<file path="src/core/crt_defines.vh">
// Operation
// - reference-low and delay registers: bits 7..6 read zero; every control bit resets to zero
// - reference-low bits 5..3 pick comparator 2 upper reference, 0.600 to 0.775 supply
// - reference-low bits 2..0 pick comparator 1 reference, 0.600 to 0.775 supply, ascending
// - reference-high bit 7 reads zero; bit 6 inverts comparator 3 output when set
// - reference-high bits 5..3 pick comparator 3 reference; codes 110 and 111 both 0.775
// - reference-high bits 2..0 pick comparator 2 lower reference, 0.075 to 0.250 supply
// - delay code counts clock periods up to 101111; codes 11xxxx saturate at 48 periods
// - delay starts at qualified falling edge; hardware trigger issued when it expires
// - qualified falling edges arriving while a delay runs are dropped, never queued
// - trigger source is debounced pin or comparator 0, optionally inverted, then qualified
// - qualified trigger marks a single or a double falling edge of the source
// - source-select zero picks pin, one picks comparator 0; invert bit inverts it
// - pin debounce bypassed for code zero, else needs code periods stable, max 48
`ifndef CRT_DEFINES_VH
`define CRT_DEFINES_VH

// register byte offsets
`define CRT_OFS_TRIG_CTRL    8'h00
`define CRT_OFS_REF_LOW      8'h04
`define CRT_OFS_REF_HIGH     8'h08
`define CRT_OFS_DELAY        8'h0C
`define CRT_OFS_STATUS       8'h10

// reset value shared by all control registers
`define CRT_RST_VAL          8'h00

// field positions
`define CRT_BIT_INVERT       7
`define CRT_BIT_SRC_SEL      6
`define CRT_BIT_CMP3_POL     6
`define CRT_CODE_HI_MSB      5
`define CRT_CODE_HI_LSB      3
`define CRT_CODE_LO_MSB      2
`define CRT_CODE_LO_LSB      0

// reference levels in thousandths of supply
`define CRT_LVL_HIGH_BASE    10'h258
`define CRT_LVL_LOW_BASE     10'h04B
`define CRT_LVL_STEP         10'h019
`define CRT_LVL_CMP3_TOP     10'h307
`define CRT_CMP3_SAT_CODE    3'h6

// timing counts in system clock periods
`define CRT_SAT_CYC          6'h30

// axi responses
`define CRT_RESP_OKAY        2'h0
`define CRT_RESP_SLVERR      2'h2

`endif

</file>
<file path="src/core/crt_dummy_none.v">
`timescale 1ns/1ps
`default_nettype none
`default_nettype wire

</file>
<file path="src/core/crt_top.v">
// Added by the designer: the register addresses and register access over AXI4-Lite.
`timescale 1ns/1ps
`default_nettype none
`include "crt_defines.vh"

module crt_top #(
    parameter CODE_W = 6,
    parameter LVL_W  = 10
) (
    // clock and reset
    input  wire             core_clk_i,
    input  wire             rst_n_i,
    // axi4-lite write address
    input  wire [7:0]       s_axi_awaddr_i,
    input  wire [2:0]       s_axi_awprot_i,
    input  wire             s_axi_awvalid_i,
    output wire             s_axi_awready_o,
    // axi4-lite write data
    input  wire [31:0]      s_axi_wdata_i,
    input  wire [3:0]       s_axi_wstrb_i,
    input  wire             s_axi_wvalid_i,
    output wire             s_axi_wready_o,
    // axi4-lite write response
    output reg  [1:0]       s_axi_bresp_o,
    output reg              s_axi_bvalid_o,
    input  wire             s_axi_bready_i,
    // axi4-lite read address
    input  wire [7:0]       s_axi_araddr_i,
    input  wire [2:0]       s_axi_arprot_i,
    input  wire             s_axi_arvalid_i,
    output wire             s_axi_arready_o,
    // axi4-lite read data
    output reg  [31:0]      s_axi_rdata_o,
    output reg  [1:0]       s_axi_rresp_o,
    output reg              s_axi_rvalid_o,
    input  wire             s_axi_rready_i,
    // asynchronous trigger inputs and comparator 3 raw output
    input  wire             ext_int_pin_i,
    input  wire             comparator0_output_i,
    input  wire             cmp3_raw_i,
    // static configuration
    input  wire             dbl_edge_sel_i,
    // comparator reference codes
    output wire [2:0]       cmp2_upper_ref_code_o,
    output wire [2:0]       cmp1_ref_code_o,
    output wire [2:0]       cmp3_ref_code_o,
    output wire [2:0]       cmp2_lower_ref_code_o,
    output wire             cmp3_out_polarity_o,
    // comparator reference levels, thousandths of supply
    output reg  [LVL_W-1:0] cmp2_upper_ref_lvl_o,
    output reg  [LVL_W-1:0] cmp1_ref_lvl_o,
    output reg  [LVL_W-1:0] cmp3_ref_lvl_o,
    output reg  [LVL_W-1:0] cmp2_lower_ref_lvl_o,
    // comparator 3 after polarity control
    output reg              cmp3_out_o,
    // trigger path
    output wire             edge_qualified_trigger_o,
    output wire             pulse_gen_hw_trigger_o,
    output wire             trigger_delay_busy_o
);

    // control registers
    reg  [7:0]        trig_ctrl_q;
    reg  [7:0]        ref_low_q;
    reg  [7:0]        ref_high_q;
    reg  [7:0]        delay_q;

    // input synchronisers
    reg  [1:0]        pin_sync_q;
    reg  [1:0]        cmp0_sync_q;
    reg  [1:0]        cmp3_sync_q;

    // bus decode
    wire              wr_go;
    wire              rd_go;
    reg  [31:0]       rd_data;
    reg               rd_hit;
    reg               wr_hit;

    // trigger path
    wire              pin_debounced;
    wire              debounced_trigger_source;
    wire              delay_busy;

    // turn a 3-bit code into a reference level
    function [LVL_W-1:0] crt_level;
        input [LVL_W-1:0] base;
        input [2:0]       code;
        reg   [LVL_W-1:0] step_sum;
        begin
            step_sum  = `CRT_LVL_STEP * {{(LVL_W-3){1'b0}}, code};
            crt_level = base + step_sum;
        end
    endfunction

    // two-flop synchronisers for pins and analog outputs
    always @(posedge core_clk_i) begin
        if (!rst_n_i) begin
            pin_sync_q  <= 2'h0;
            cmp0_sync_q <= 2'h0;
            cmp3_sync_q <= 2'h0;
        end else begin
            pin_sync_q  <= {pin_sync_q[0], ext_int_pin_i};
            cmp0_sync_q <= {cmp0_sync_q[0], comparator0_output_i};
            cmp3_sync_q <= {cmp3_sync_q[0], cmp3_raw_i};
        end
    end

    // both halves taken together, one write outstanding
    assign wr_go           = s_axi_awvalid_i & s_axi_wvalid_i & ~s_axi_bvalid_o;
    assign s_axi_awready_o = wr_go;
    assign s_axi_wready_o  = wr_go;
    // one read outstanding
    assign rd_go           = s_axi_arvalid_i & ~s_axi_rvalid_o;
    assign s_axi_arready_o = rd_go;

    // write address decode
    always @* begin
        case (s_axi_awaddr_i)
            `CRT_OFS_TRIG_CTRL: wr_hit = 1'b1;
            `CRT_OFS_REF_LOW:   wr_hit = 1'b1;
            `CRT_OFS_REF_HIGH:  wr_hit = 1'b1;
            `CRT_OFS_DELAY:     wr_hit = 1'b1;
            `CRT_OFS_STATUS:    wr_hit = 1'b1;
            default:            wr_hit = 1'b0;
        endcase
    end

    // register writes through byte lane 0
    always @(posedge core_clk_i) begin
        if (!rst_n_i) begin
            trig_ctrl_q <= `CRT_RST_VAL;
            ref_low_q   <= `CRT_RST_VAL;
            ref_high_q  <= `CRT_RST_VAL;
            delay_q     <= `CRT_RST_VAL;
        end else if (wr_go && s_axi_wstrb_i[0]) begin
            case (s_axi_awaddr_i)
                `CRT_OFS_TRIG_CTRL: trig_ctrl_q <= s_axi_wdata_i[7:0];
                `CRT_OFS_REF_LOW:   ref_low_q   <= {2'h0, s_axi_wdata_i[5:0]};
                `CRT_OFS_REF_HIGH:  ref_high_q  <= {1'b0, s_axi_wdata_i[6:0]};
                `CRT_OFS_DELAY:     delay_q     <= {2'h0, s_axi_wdata_i[5:0]};
                default:            ;
            endcase
        end
    end

    // write response
    always @(posedge core_clk_i) begin
        if (!rst_n_i) begin
            s_axi_bvalid_o <= 1'b0;
            s_axi_bresp_o  <= `CRT_RESP_OKAY;
        end else if (wr_go) begin
            s_axi_bvalid_o <= 1'b1;
            s_axi_bresp_o  <= wr_hit ? `CRT_RESP_OKAY : `CRT_RESP_SLVERR;
        end else if (s_axi_bready_i) begin
            s_axi_bvalid_o <= 1'b0;
        end
    end

    // read mux, upper bits read zero
    always @* begin
        rd_hit  = 1'b1;
        rd_data = 32'h0000_0000;
        case (s_axi_araddr_i)
            `CRT_OFS_TRIG_CTRL: rd_data[7:0] = trig_ctrl_q;
            `CRT_OFS_REF_LOW:   rd_data[7:0] = ref_low_q;
            `CRT_OFS_REF_HIGH:  rd_data[7:0] = ref_high_q;
            `CRT_OFS_DELAY:     rd_data[7:0] = delay_q;
            `CRT_OFS_STATUS:    rd_data[2:0] = {cmp3_out_o, debounced_trigger_source, delay_busy};
            default:            rd_hit       = 1'b0;
        endcase
    end

    // read data channel
    always @(posedge core_clk_i) begin
        if (!rst_n_i) begin
            s_axi_rvalid_o <= 1'b0;
            s_axi_rdata_o  <= 32'h0000_0000;
            s_axi_rresp_o  <= `CRT_RESP_OKAY;
        end else if (rd_go) begin
            s_axi_rvalid_o <= 1'b1;
            s_axi_rdata_o  <= rd_data;
            s_axi_rresp_o  <= rd_hit ? `CRT_RESP_OKAY : `CRT_RESP_SLVERR;
        end else if (s_axi_rready_i) begin
            s_axi_rvalid_o <= 1'b0;
        end
    end

    assign cmp2_upper_ref_code_o = ref_low_q[`CRT_CODE_HI_MSB:`CRT_CODE_HI_LSB];
    assign cmp1_ref_code_o       = ref_low_q[`CRT_CODE_LO_MSB:`CRT_CODE_LO_LSB];
    assign cmp3_ref_code_o       = ref_high_q[`CRT_CODE_HI_MSB:`CRT_CODE_HI_LSB];
    assign cmp2_lower_ref_code_o = ref_high_q[`CRT_CODE_LO_MSB:`CRT_CODE_LO_LSB];
    assign cmp3_out_polarity_o   = ref_high_q[`CRT_BIT_CMP3_POL];

    // reference levels and comparator 3 polarity
    always @(posedge core_clk_i) begin
        if (!rst_n_i) begin
            cmp2_upper_ref_lvl_o <= {LVL_W{1'b0}};
            cmp1_ref_lvl_o       <= {LVL_W{1'b0}};
            cmp3_ref_lvl_o       <= {LVL_W{1'b0}};
            cmp2_lower_ref_lvl_o <= {LVL_W{1'b0}};
            cmp3_out_o           <= 1'b0;
        end else begin
            cmp2_upper_ref_lvl_o <= crt_level(`CRT_LVL_HIGH_BASE, cmp2_upper_ref_code_o);
            cmp1_ref_lvl_o       <= crt_level(`CRT_LVL_HIGH_BASE, cmp1_ref_code_o);
            if (cmp3_ref_code_o >= `CRT_CMP3_SAT_CODE)
                cmp3_ref_lvl_o <= `CRT_LVL_CMP3_TOP;
            else
                cmp3_ref_lvl_o <= crt_level(`CRT_LVL_HIGH_BASE, cmp3_ref_code_o);
            cmp2_lower_ref_lvl_o <= crt_level(`CRT_LVL_LOW_BASE, cmp2_lower_ref_code_o);
            cmp3_out_o           <= cmp3_sync_q[1] ^ cmp3_out_polarity_o;
        end
    end

    // pin debounce filter
    crt_debounce #(
        .CODE_W (CODE_W)
    ) u_debounce (
        .core_clk_i (core_clk_i),
        .rst_n_i    (rst_n_i),
        .sig_i      (pin_sync_q[1]),
        .code_i     (trig_ctrl_q[CODE_W-1:0]),
        .sig_o      (pin_debounced)
    );

    // select zero pin, one comparator 0
    assign debounced_trigger_source = (trig_ctrl_q[`CRT_BIT_SRC_SEL] ? cmp0_sync_q[1] : pin_debounced)
                                      ^ trig_ctrl_q[`CRT_BIT_INVERT];

    crt_trig_delay #(
        .CODE_W (CODE_W)
    ) u_trig_delay (
        .core_clk_i (core_clk_i),
        .rst_n_i    (rst_n_i),
        .src_i      (debounced_trigger_source),
        .dbl_edge_i (dbl_edge_sel_i),
        .code_i     (delay_q[CODE_W-1:0]),
        .qual_o     (edge_qualified_trigger_o),
        .fire_o     (pulse_gen_hw_trigger_o),
        .busy_o     (delay_busy)
    );

    assign trigger_delay_busy_o = delay_busy;

endmodule // crt_top
`default_nettype wire

</file>
<file path="src/core/crt_debounce.v">
`timescale 1ns/1ps
`default_nettype none
`include "crt_defines.vh"

module crt_debounce #(
    parameter CODE_W = 6
) (
    // clock and reset
    input  wire              core_clk_i,
    input  wire              rst_n_i,
    // filter
    input  wire              sig_i,
    input  wire [CODE_W-1:0] code_i,
    output reg               sig_o
);

    reg  [CODE_W-1:0] cnt_q;
    wire [CODE_W-1:0] need;
    wire [CODE_W-1:0] cnt_inc;

    assign need    = (code_i > `CRT_SAT_CYC) ? `CRT_SAT_CYC : code_i;
    assign cnt_inc = cnt_q + {{(CODE_W-1){1'b0}}, 1'b1};

    // output follows input once it stays different for need periods
    always @(posedge core_clk_i) begin
        if (!rst_n_i) begin
            sig_o <= 1'b0;
            cnt_q <= {CODE_W{1'b0}};
        end else if (code_i == {CODE_W{1'b0}}) begin
            sig_o <= sig_i;
            cnt_q <= {CODE_W{1'b0}};
        end else if (sig_i == sig_o) begin
            cnt_q <= {CODE_W{1'b0}};
        end else if (cnt_inc >= need) begin
            sig_o <= sig_i;
            cnt_q <= {CODE_W{1'b0}};
        end else begin
            cnt_q <= cnt_inc;
        end
    end

endmodule // crt_debounce
`default_nettype wire

</file>
<file path="src/core/crt_trig_delay.v">
`timescale 1ns/1ps
`default_nettype none
`include "crt_defines.vh"

module crt_trig_delay #(
    parameter CODE_W = 6
) (
    // clock and reset
    input  wire              core_clk_i,
    input  wire              rst_n_i,
    // trigger source and configuration
    input  wire              src_i,
    input  wire              dbl_edge_i,
    input  wire [CODE_W-1:0] code_i,
    // results
    output wire              qual_o,
    output reg               fire_o,
    output reg               busy_o
);

    reg               src_q;
    reg               half_q;
    reg  [CODE_W-1:0] cnt_q;
    wire              fall;
    wire [CODE_W-1:0] dly;

    // single or double falling edge qualification
    assign fall   = src_q & ~src_i;
    assign qual_o = fall & (~dbl_edge_i | half_q);
    assign dly    = (code_i > `CRT_SAT_CYC) ? `CRT_SAT_CYC : code_i;

    // falling-edge history and pair tracking
    always @(posedge core_clk_i) begin
        if (!rst_n_i) begin
            src_q  <= 1'b0;
            half_q <= 1'b0;
        end else begin
            src_q <= src_i;
            if (!dbl_edge_i)
                half_q <= 1'b0;
            else if (fall)
                half_q <= ~half_q;
        end
    end

    // delay counter and trigger pulse
    always @(posedge core_clk_i) begin
        if (!rst_n_i) begin
            cnt_q  <= {CODE_W{1'b0}};
            busy_o <= 1'b0;
            fire_o <= 1'b0;
        end else if (busy_o) begin
            cnt_q <= cnt_q - {{(CODE_W-1){1'b0}}, 1'b1};
            if (cnt_q == {{(CODE_W-1){1'b0}}, 1'b1}) begin
                busy_o <= 1'b0;
                fire_o <= 1'b1;
            end else begin
                fire_o <= 1'b0;
            end
        end else if (qual_o) begin
            fire_o <= (dly == {CODE_W{1'b0}});
            busy_o <= (dly > {{(CODE_W-1){1'b0}}, 1'b1});
            cnt_q  <= dly - {{(CODE_W-1){1'b0}}, 1'b1};
            if (dly == {{(CODE_W-1){1'b0}}, 1'b1})
                fire_o <= 1'b1;
        end else begin
            fire_o <= 1'b0;
        end
    end

endmodule // crt_trig_delay
`default_nettype wire

</file>
<file path="config.mk">
export PLATFORM = sky130hd
export DESIGN_NAME = crt_top
export DESIGN_NICKNAME = d
export VERILOG_FILES = /design/src/core/crt_dummy_none.v /design/src/core/crt_top.v /design/src/core/crt_debounce.v /design/src/core/crt_trig_delay.v
export VERILOG_INCLUDE_DIRS = /design/src /design/src/core
export SDC_FILE = /design/constraint.sdc
export NUM_CORES = 1
export LEC_CHECK = 0
export ABC_AREA = 1
export BUFFER_PORTS_ARGS = -buffer_cell sky130_fd_sc_hd__buf_2
export CELL_PAD_IN_SITES_DETAIL_PLACEMENT = 0
export CELL_PAD_IN_SITES_GLOBAL_PLACEMENT = 2
export CORE_UTILIZATION = 28
export CTS_CLUSTER_DIAMETER = 200
export DETAILED_ROUTE_END_ITERATION = 7
export PLACE_DENSITY_LB_ADDON = 0.1
export SLEW_MARGIN = 10
export SYNTH_ARGS = -nofsm -noshare
export SYNTH_HDL_FRONTEND = slang
export SYNTH_HIERARCHICAL = 1
export SYNTH_SLANG_ARGS = --single-unit
export TNS_END_PERCENT = 10
</file>
<file path="constraint.sdc">
create_clock -name core_clk_i -period 2.3 [get_ports core_clk_i]
set_clock_uncertainty 0.2 [all_clocks]
set_input_delay 0.23 -clock core_clk_i [delete_from_list [all_inputs] [get_ports core_clk_i]]
set_output_delay 0.23 -clock core_clk_i [all_outputs]
set_load 0.005 [all_outputs]
</file>
# After elaboration in Yosys (flattened, before gate mapping)
# Cells that the tools add are included.
[word_totals] regBits=105 input_bits=69 out_inout_bits=98 wordCells=112
[classes] add_sub_neg=7 n_mul=4 n_lt_le_gt_ge=5 n_eq_ne=12 mux=26 n_bitwise=14 reduce_logical=19
[op_table] op="$eq 8x4->1 const B" n=4
[op_table] op="$mul 5x3->8 const A" n=4
[op_table] op="$add 10x8->10 const A" n=3
[op_table] op="$mux 6" n=4
[op_table] op="$pmux 5 s4" n=1
[op_table] op="$mux 1" n=17
[op_table] op="$eq 8x3->1 const B" n=2
[op_table] op="$eq 8x5->1 const B" n=2
[op_table] op="$logic_not 8->1" n=2
[op_table] op="$pmux 3 s5" n=1
[op_table] op="$eq 6x1->1 const B" n=2
[op_table] op="$gt 6x6->1 const B" n=2
[op_table] op="$logic_not 6->1" n=2
[op_table] op="$reduce_and 2->1" n=6
[op_table] op="$sub 6x1->6 const B" n=2
[op_table] op="$mux 10" n=1
[op_table] op="$reduce_or 5->1" n=2
[op_table] op="$add 7x8->9 const A" n=1
[op_table] op="$reduce_bool 2->1" n=4
[op_table] op="$add 6x1->6 const B" n=1
[op_table] op="$ge 6x6->1" n=1
[op_table] op="$gt 6x1->1 const B" n=1
[op_table] op="$not 1->1" n=6
[op_table] op="$and 1x1->1" n=5
[op_table] op="other kinds (9)" n=11

# Logic depth before layout (Yosys ltp)
[depth] word_depth=7 ltp_mapped=13 depth_no_buf=13

# By module
# Netlist, hierarchy kept.
[modules_own_cells] module="crt_top" instances=1 cells_per_inst=489 area_per_inst_um2=3941.3 seq_area_each_um2=1661.6
[modules_own_cells] module="crt_trig_delay" instances=1 cells_per_inst=117 area_per_inst_um2=735.7 seq_area_each_um2=200.2
[modules_own_cells] module="crt_debounce" instances=1 cells_per_inst=73 area_per_inst_um2=515.5 seq_area_each_um2=140.1

# Worst setup path before layout
# OpenSTA, ideal clock, no wires.
[synth_timing] path_kind="register -> register" startpoint="reg ref_high_q[5]" endpoint="reg cmp3_ref_lvl_o[7]" setup_ps=70 arrival_time_ps=1918 path_slack_ps=112 path_stages_with_launch=8 n_path_buf=0 period_less_slack_ps=2188 cell_sequence="dfxtp_1 > inv_1 > ha_1 > xnor2_1 > ha_1 > a31o_2 > or2_2 > a21oi_1"
[synth_via] elab_chain_len=2 word_cells_on_any_way=4 classes_between="add/sub: 1; mul: 1; order compare: 1; reduce/logical: 1"
[synth_lines] element="start: declaration" line="crt_top.v:65" text="reg [7:0] ref_high_q;"
[synth_lines] element="start signal: assignment" line="crt_top.v:134" text="ref_high_q <= `CRT_RST_VAL;"
[synth_lines] element="start signal: assignment" line="crt_top.v:140" text="`CRT_OFS_REF_HIGH: ref_high_q <= {1'b0, s_axi_wdata_i[6:0]};"
[synth_lines] element="$mul 5x3->8 (no line) / $ge 3x3->1 (equally long branches)"
[synth_lines] element="$add 10x8->10 / $reduce_or 2->1 (equally long branches)"
[synth_lines] element="end signal: assignment" line="crt_top.v:200" text="cmp3_ref_lvl_o <= {LVL_W{1'b0}};"
[synth_lines] element="end signal: assignment" line="crt_top.v:207" text="cmp3_ref_lvl_o <= `CRT_LVL_CMP3_TOP;"
[synth_lines] element="end signal: assignment" line="crt_top.v:209" text="cmp3_ref_lvl_o <= crt_level(`CRT_LVL_HIGH_BASE, cmp3_ref_code_o);"
[synth_lines] element="end: declaration" line="crt_top.v:52" text="output reg [LVL_W-1:0] cmp3_ref_lvl_o,"
# Several ways; a longest one is shown, not always the timed one.
# A chain may end at the register's enable or synchronous reset.

# Worst setup path after layout
# Ends and elaborated chain as after synthesis.

==> flow_summary_export.csv <==
group,metric,value,unit
sta,period_minus_slack,2.147,ns
grt,grt_max_degree,63,
cells_and_area,final_layout_size_suffix_gt1_frac,0.2371,
sta,hold_viol_final,0,
worst_setup_path,slowest_stage,"dfxtp_1",
yosys,synth_edf_count,0,
floorplanning,fp-row-count,49,
placement,dp_slack,0.1266,ns
floorplanning,ios,167,
cells_and_area,utilization,0.3534,
worst_setup_path,slowest_delay,0.38,ns
worst_setup_path,crit_buf_inv,1,
grt,grt_usage,0.1557,
worst_setup_path,cp_top_family,"adder cells",
outcome,violations,"DRC",
grt,grt_pass1_wl,23.41,mm
floorplanning,fp.dieArea,19090,µm²
drt,routed_wl,14.12,mm
clock_network,numCtsBuffers,9,
cells_and_area,multiInputGateArea,2679,µm²
power,p_leak,0.003111,µW
yosys,yosys_register_bits,100,
floorplanning,initial_core_util,0.2871,
cells_and_area,final_cell_count_no_fill,1043,
placement,place.gp.congestion,0.7527,
drt,via_per_inst,4.362,
clock_network,cts_root_buffer,"clkbuf_16",
cells_and_area,final.fill_count,1926,
worst_setup_path,cp-end-kind,"flop",
grt,overflow,0,
sta,setup_violations,0,
drt,antenna_left,0,
clock_network,clockBufferDepth,2,
sta,worst-slew-pin-transition,1.028,ns
drt,dr.pass1.iters,7,
worst_setup_path,cp_cell_sequence,"inv_1 -> ha_1 -> xnor2_2 -> ha_1 -> a31o_2 -> or2_2 -> a21oi_1",
sta,grt_setup_unrepaired,"no",
grt,grt_pass1_vias,4537,
clock_network,path_clk_slew,0.06,ns
outcome,status,"finished, violations left",
placement,dp_hpwl,10.71,mm
worst_setup_path,critPathArrivalTime,2.23,ns
yosys,synth_area_per_cell,7.647,µm²
grt,antenna_found_initial,0,
placement,place_inst,1019,
cells_and_area,antenna_cells,0,
clock_network,cts_tree,"yes",
yosys,netlist_instances,679,
run,max-cap-violations,0,
clock_network,postCtsSetupBuffers,0,
sta,slew_headroom,0.3139,
yosys,yosys_warnings,6,
yosys,synth_cell_types,40,
sta,finalWorstSetupSlack,0.1532,ns
worst_setup_path,path_class,"reg2reg",
sta,slew_viol_final,0,
placement,io_buffers,106,
cells_and_area,nets,919,
worst_setup_path,required,2.38,ns
yosys,synth_flop_cell,"dfxtp_1",
worst_setup_path,startpoint_type,"flop",
drt,via_count,4550,
cells_and_area,seqCellArea,2004,µm²
worst_setup_path,cp_max_fo,5,
drt,drt-initial-drc-count,117,
sta,fmax,465.8,MHz
clock_network,cts_htree_levels,3,
drt,wl_per_cell,13.54,µm
worst_hold_path,hp-class,"in2reg",
sta,setup-tns-final,0,ns
clock_network,cts.sinks,100,
floorplanning,coreArea,18090,µm²
cells_and_area,area_growth,23.08,%
clock_network,clock_latency,0.35,ns
drt,drc,9,
yosys,synthArstFlopShare,0,
power,power_density,540.3,nW/µm²
sta,fin_crit_sh,0.9334,
worst_setup_path,crit_top_cell,"ha_1",
yosys,netlist_area,5192,µm²
floorplanning,die_w,138.2,µm
yosys,yosysSeqAreaShare,0.3855,
power,irDropWorstVdd,0.3479,mV
power,power,3453,µW
floorplanning,die_y,138.2,µm
timing repair:
| action | 4_1_cts | 5_1_grt |
|---|---|---|
| hold endpoints to repair | 13 | 0 |
| setup endpoints to repair | 0 | 7 |
| gates resized for setup | 0 | 7 |
| hold buffers | 10 | 0 |
area by class of cell:
| type | instances | area share |
|---|---|---|
| clock buffer | 13 | 0.04229 |
| clock inverter | 1 | 0.001175 |
| inverter | 93 | 0.05482 |
| multi-input combinational | 471 | 0.4191 |
| sequential | 100 | 0.3136 |
| tap | 229 | 0.04483 |
| timing repair buffer | 136 | 0.1241 |
sequential cells by signal (all words and copies together), names as in the netlist, 6 cells and up:
register and flops:
u_debounce/cnt_q 6, u_trig_delay/cnt_q 6, ref_high_q 7, cmp1_ref_lvl_o 9, cmp3_ref_lvl_o 9, trig_ctrl_q 8, s_axi_rdata_o 8, ref_low_q 6
cmp2_upper_ref_lvl_o 10, delay_q 6, cmp2_lower_ref_lvl_o 9
metal layers:
metal / wire [µm] / global-route usage / part of all wire / up-vias
met5: 0 / 0 / 0 / -
met4: 277 / 0.06682 / 0.020 / 0
met3: 630 / 0.02667 / 0.045 / 16
met2: 6565 / 0.2610 / 0.46 / 117
met1: 6648 / 0.1974 / 0.47 / 2054
li1: - / - / - / 2363
cell usage after synthesis (2+ instances only):
master	count	share of area
buf_4	31	0.045
fa_1	3	0.012
ha_1	36	0.087
nor3_2	3	0.0058
o21ai_1	10	0.0096
a31o_2	3	0.0051
a31oi_1	2	0.0024
xor2_1	9	0.015
dfxtp_1	100	0.39
inv_2	5	0.0036
xnor2_1	7	0.012
nand3_1	32	0.031
nand4_4	2	0.0082
nor2_2	9	0.011
nor2_4	7	0.015
clkbuf_1	6	0.0043
nor2_1	90	0.065
nand4_1	5	0.0060
nand2_2	10	0.012
nand2_4	2	0.0043
nand2_1	104	0.075
inv_1	87	0.063
o21ai_0	50	0.048
buf_6	2	0.0043
nor3_1	3	0.0029
a21oi_1	47	0.045
report_power, final:
group	switching [µW]	internal (µW)	total [µW]	leakage [µW]
sequential	12.7	1760	1770	0.000815
combinational	144	85.4	229	0.00216
clock	640	811	1450	0.000134
cell usage in the layout (no fill, tap or decap), types with 11 or more instances in the layout:
master   netlist  layout
o21ai_0       50      50
nand3_1       32      32
conb_1         1      27
inv_1         87      87
nor2_2         9      11
buf_2          1     106
nor2_1        90      88
ha_1          36      36
buf_4         31      19
a21oi_1       47      47
dfxtp_1      100      98
nand2_1      104     104
final timing paths:
check / from / to / slack [ns] / cells past startpoint
max: ref_high_q[5] / cmp3_ref_lvl_o[7] / 0.15 / 7
min: s_axi_wdata_i[3] / trig_ctrl_q[3] / 0.008 / 3
max reg2reg: ref_high_q[5] / cmp3_ref_lvl_o[7] / 0.15 / 7
min reg2reg: cmp0_sync_q[0] / cmp0_sync_q[1] / 0.21 / 2
tightest hold or removal path: stages:
cell    delay, ns
buf_2        0.14
nor2_1       0.06
nor2_1       0.08
logic make-up after synthesis:
| family | after synthesis | synth area share |
|---|---|---|
| xor gates and xnor gates | 17 | 0.03012 |
| buffers and inverters | 134 | 0.1226 |
| AOI/OAI and AO/OA | 117 | 0.1181 |
| DFF | 100 | 0.3855 |
| other | 1 | 0.0007222 |
| and+or+nand+nor | 271 | 0.2446 |
| adders and majority gates | 39 | 0.09831 |
through the flow:
step	hold WS [ns]	instance area, µm²
detailed placement	0.1999	5983
global route	0.02201	6391
finish	0.007826	6391
floorplan	0.05772	5290
CTS	0.002548	6361
global placement	0.1940	5983
Power figures use the tool's default switching activity.
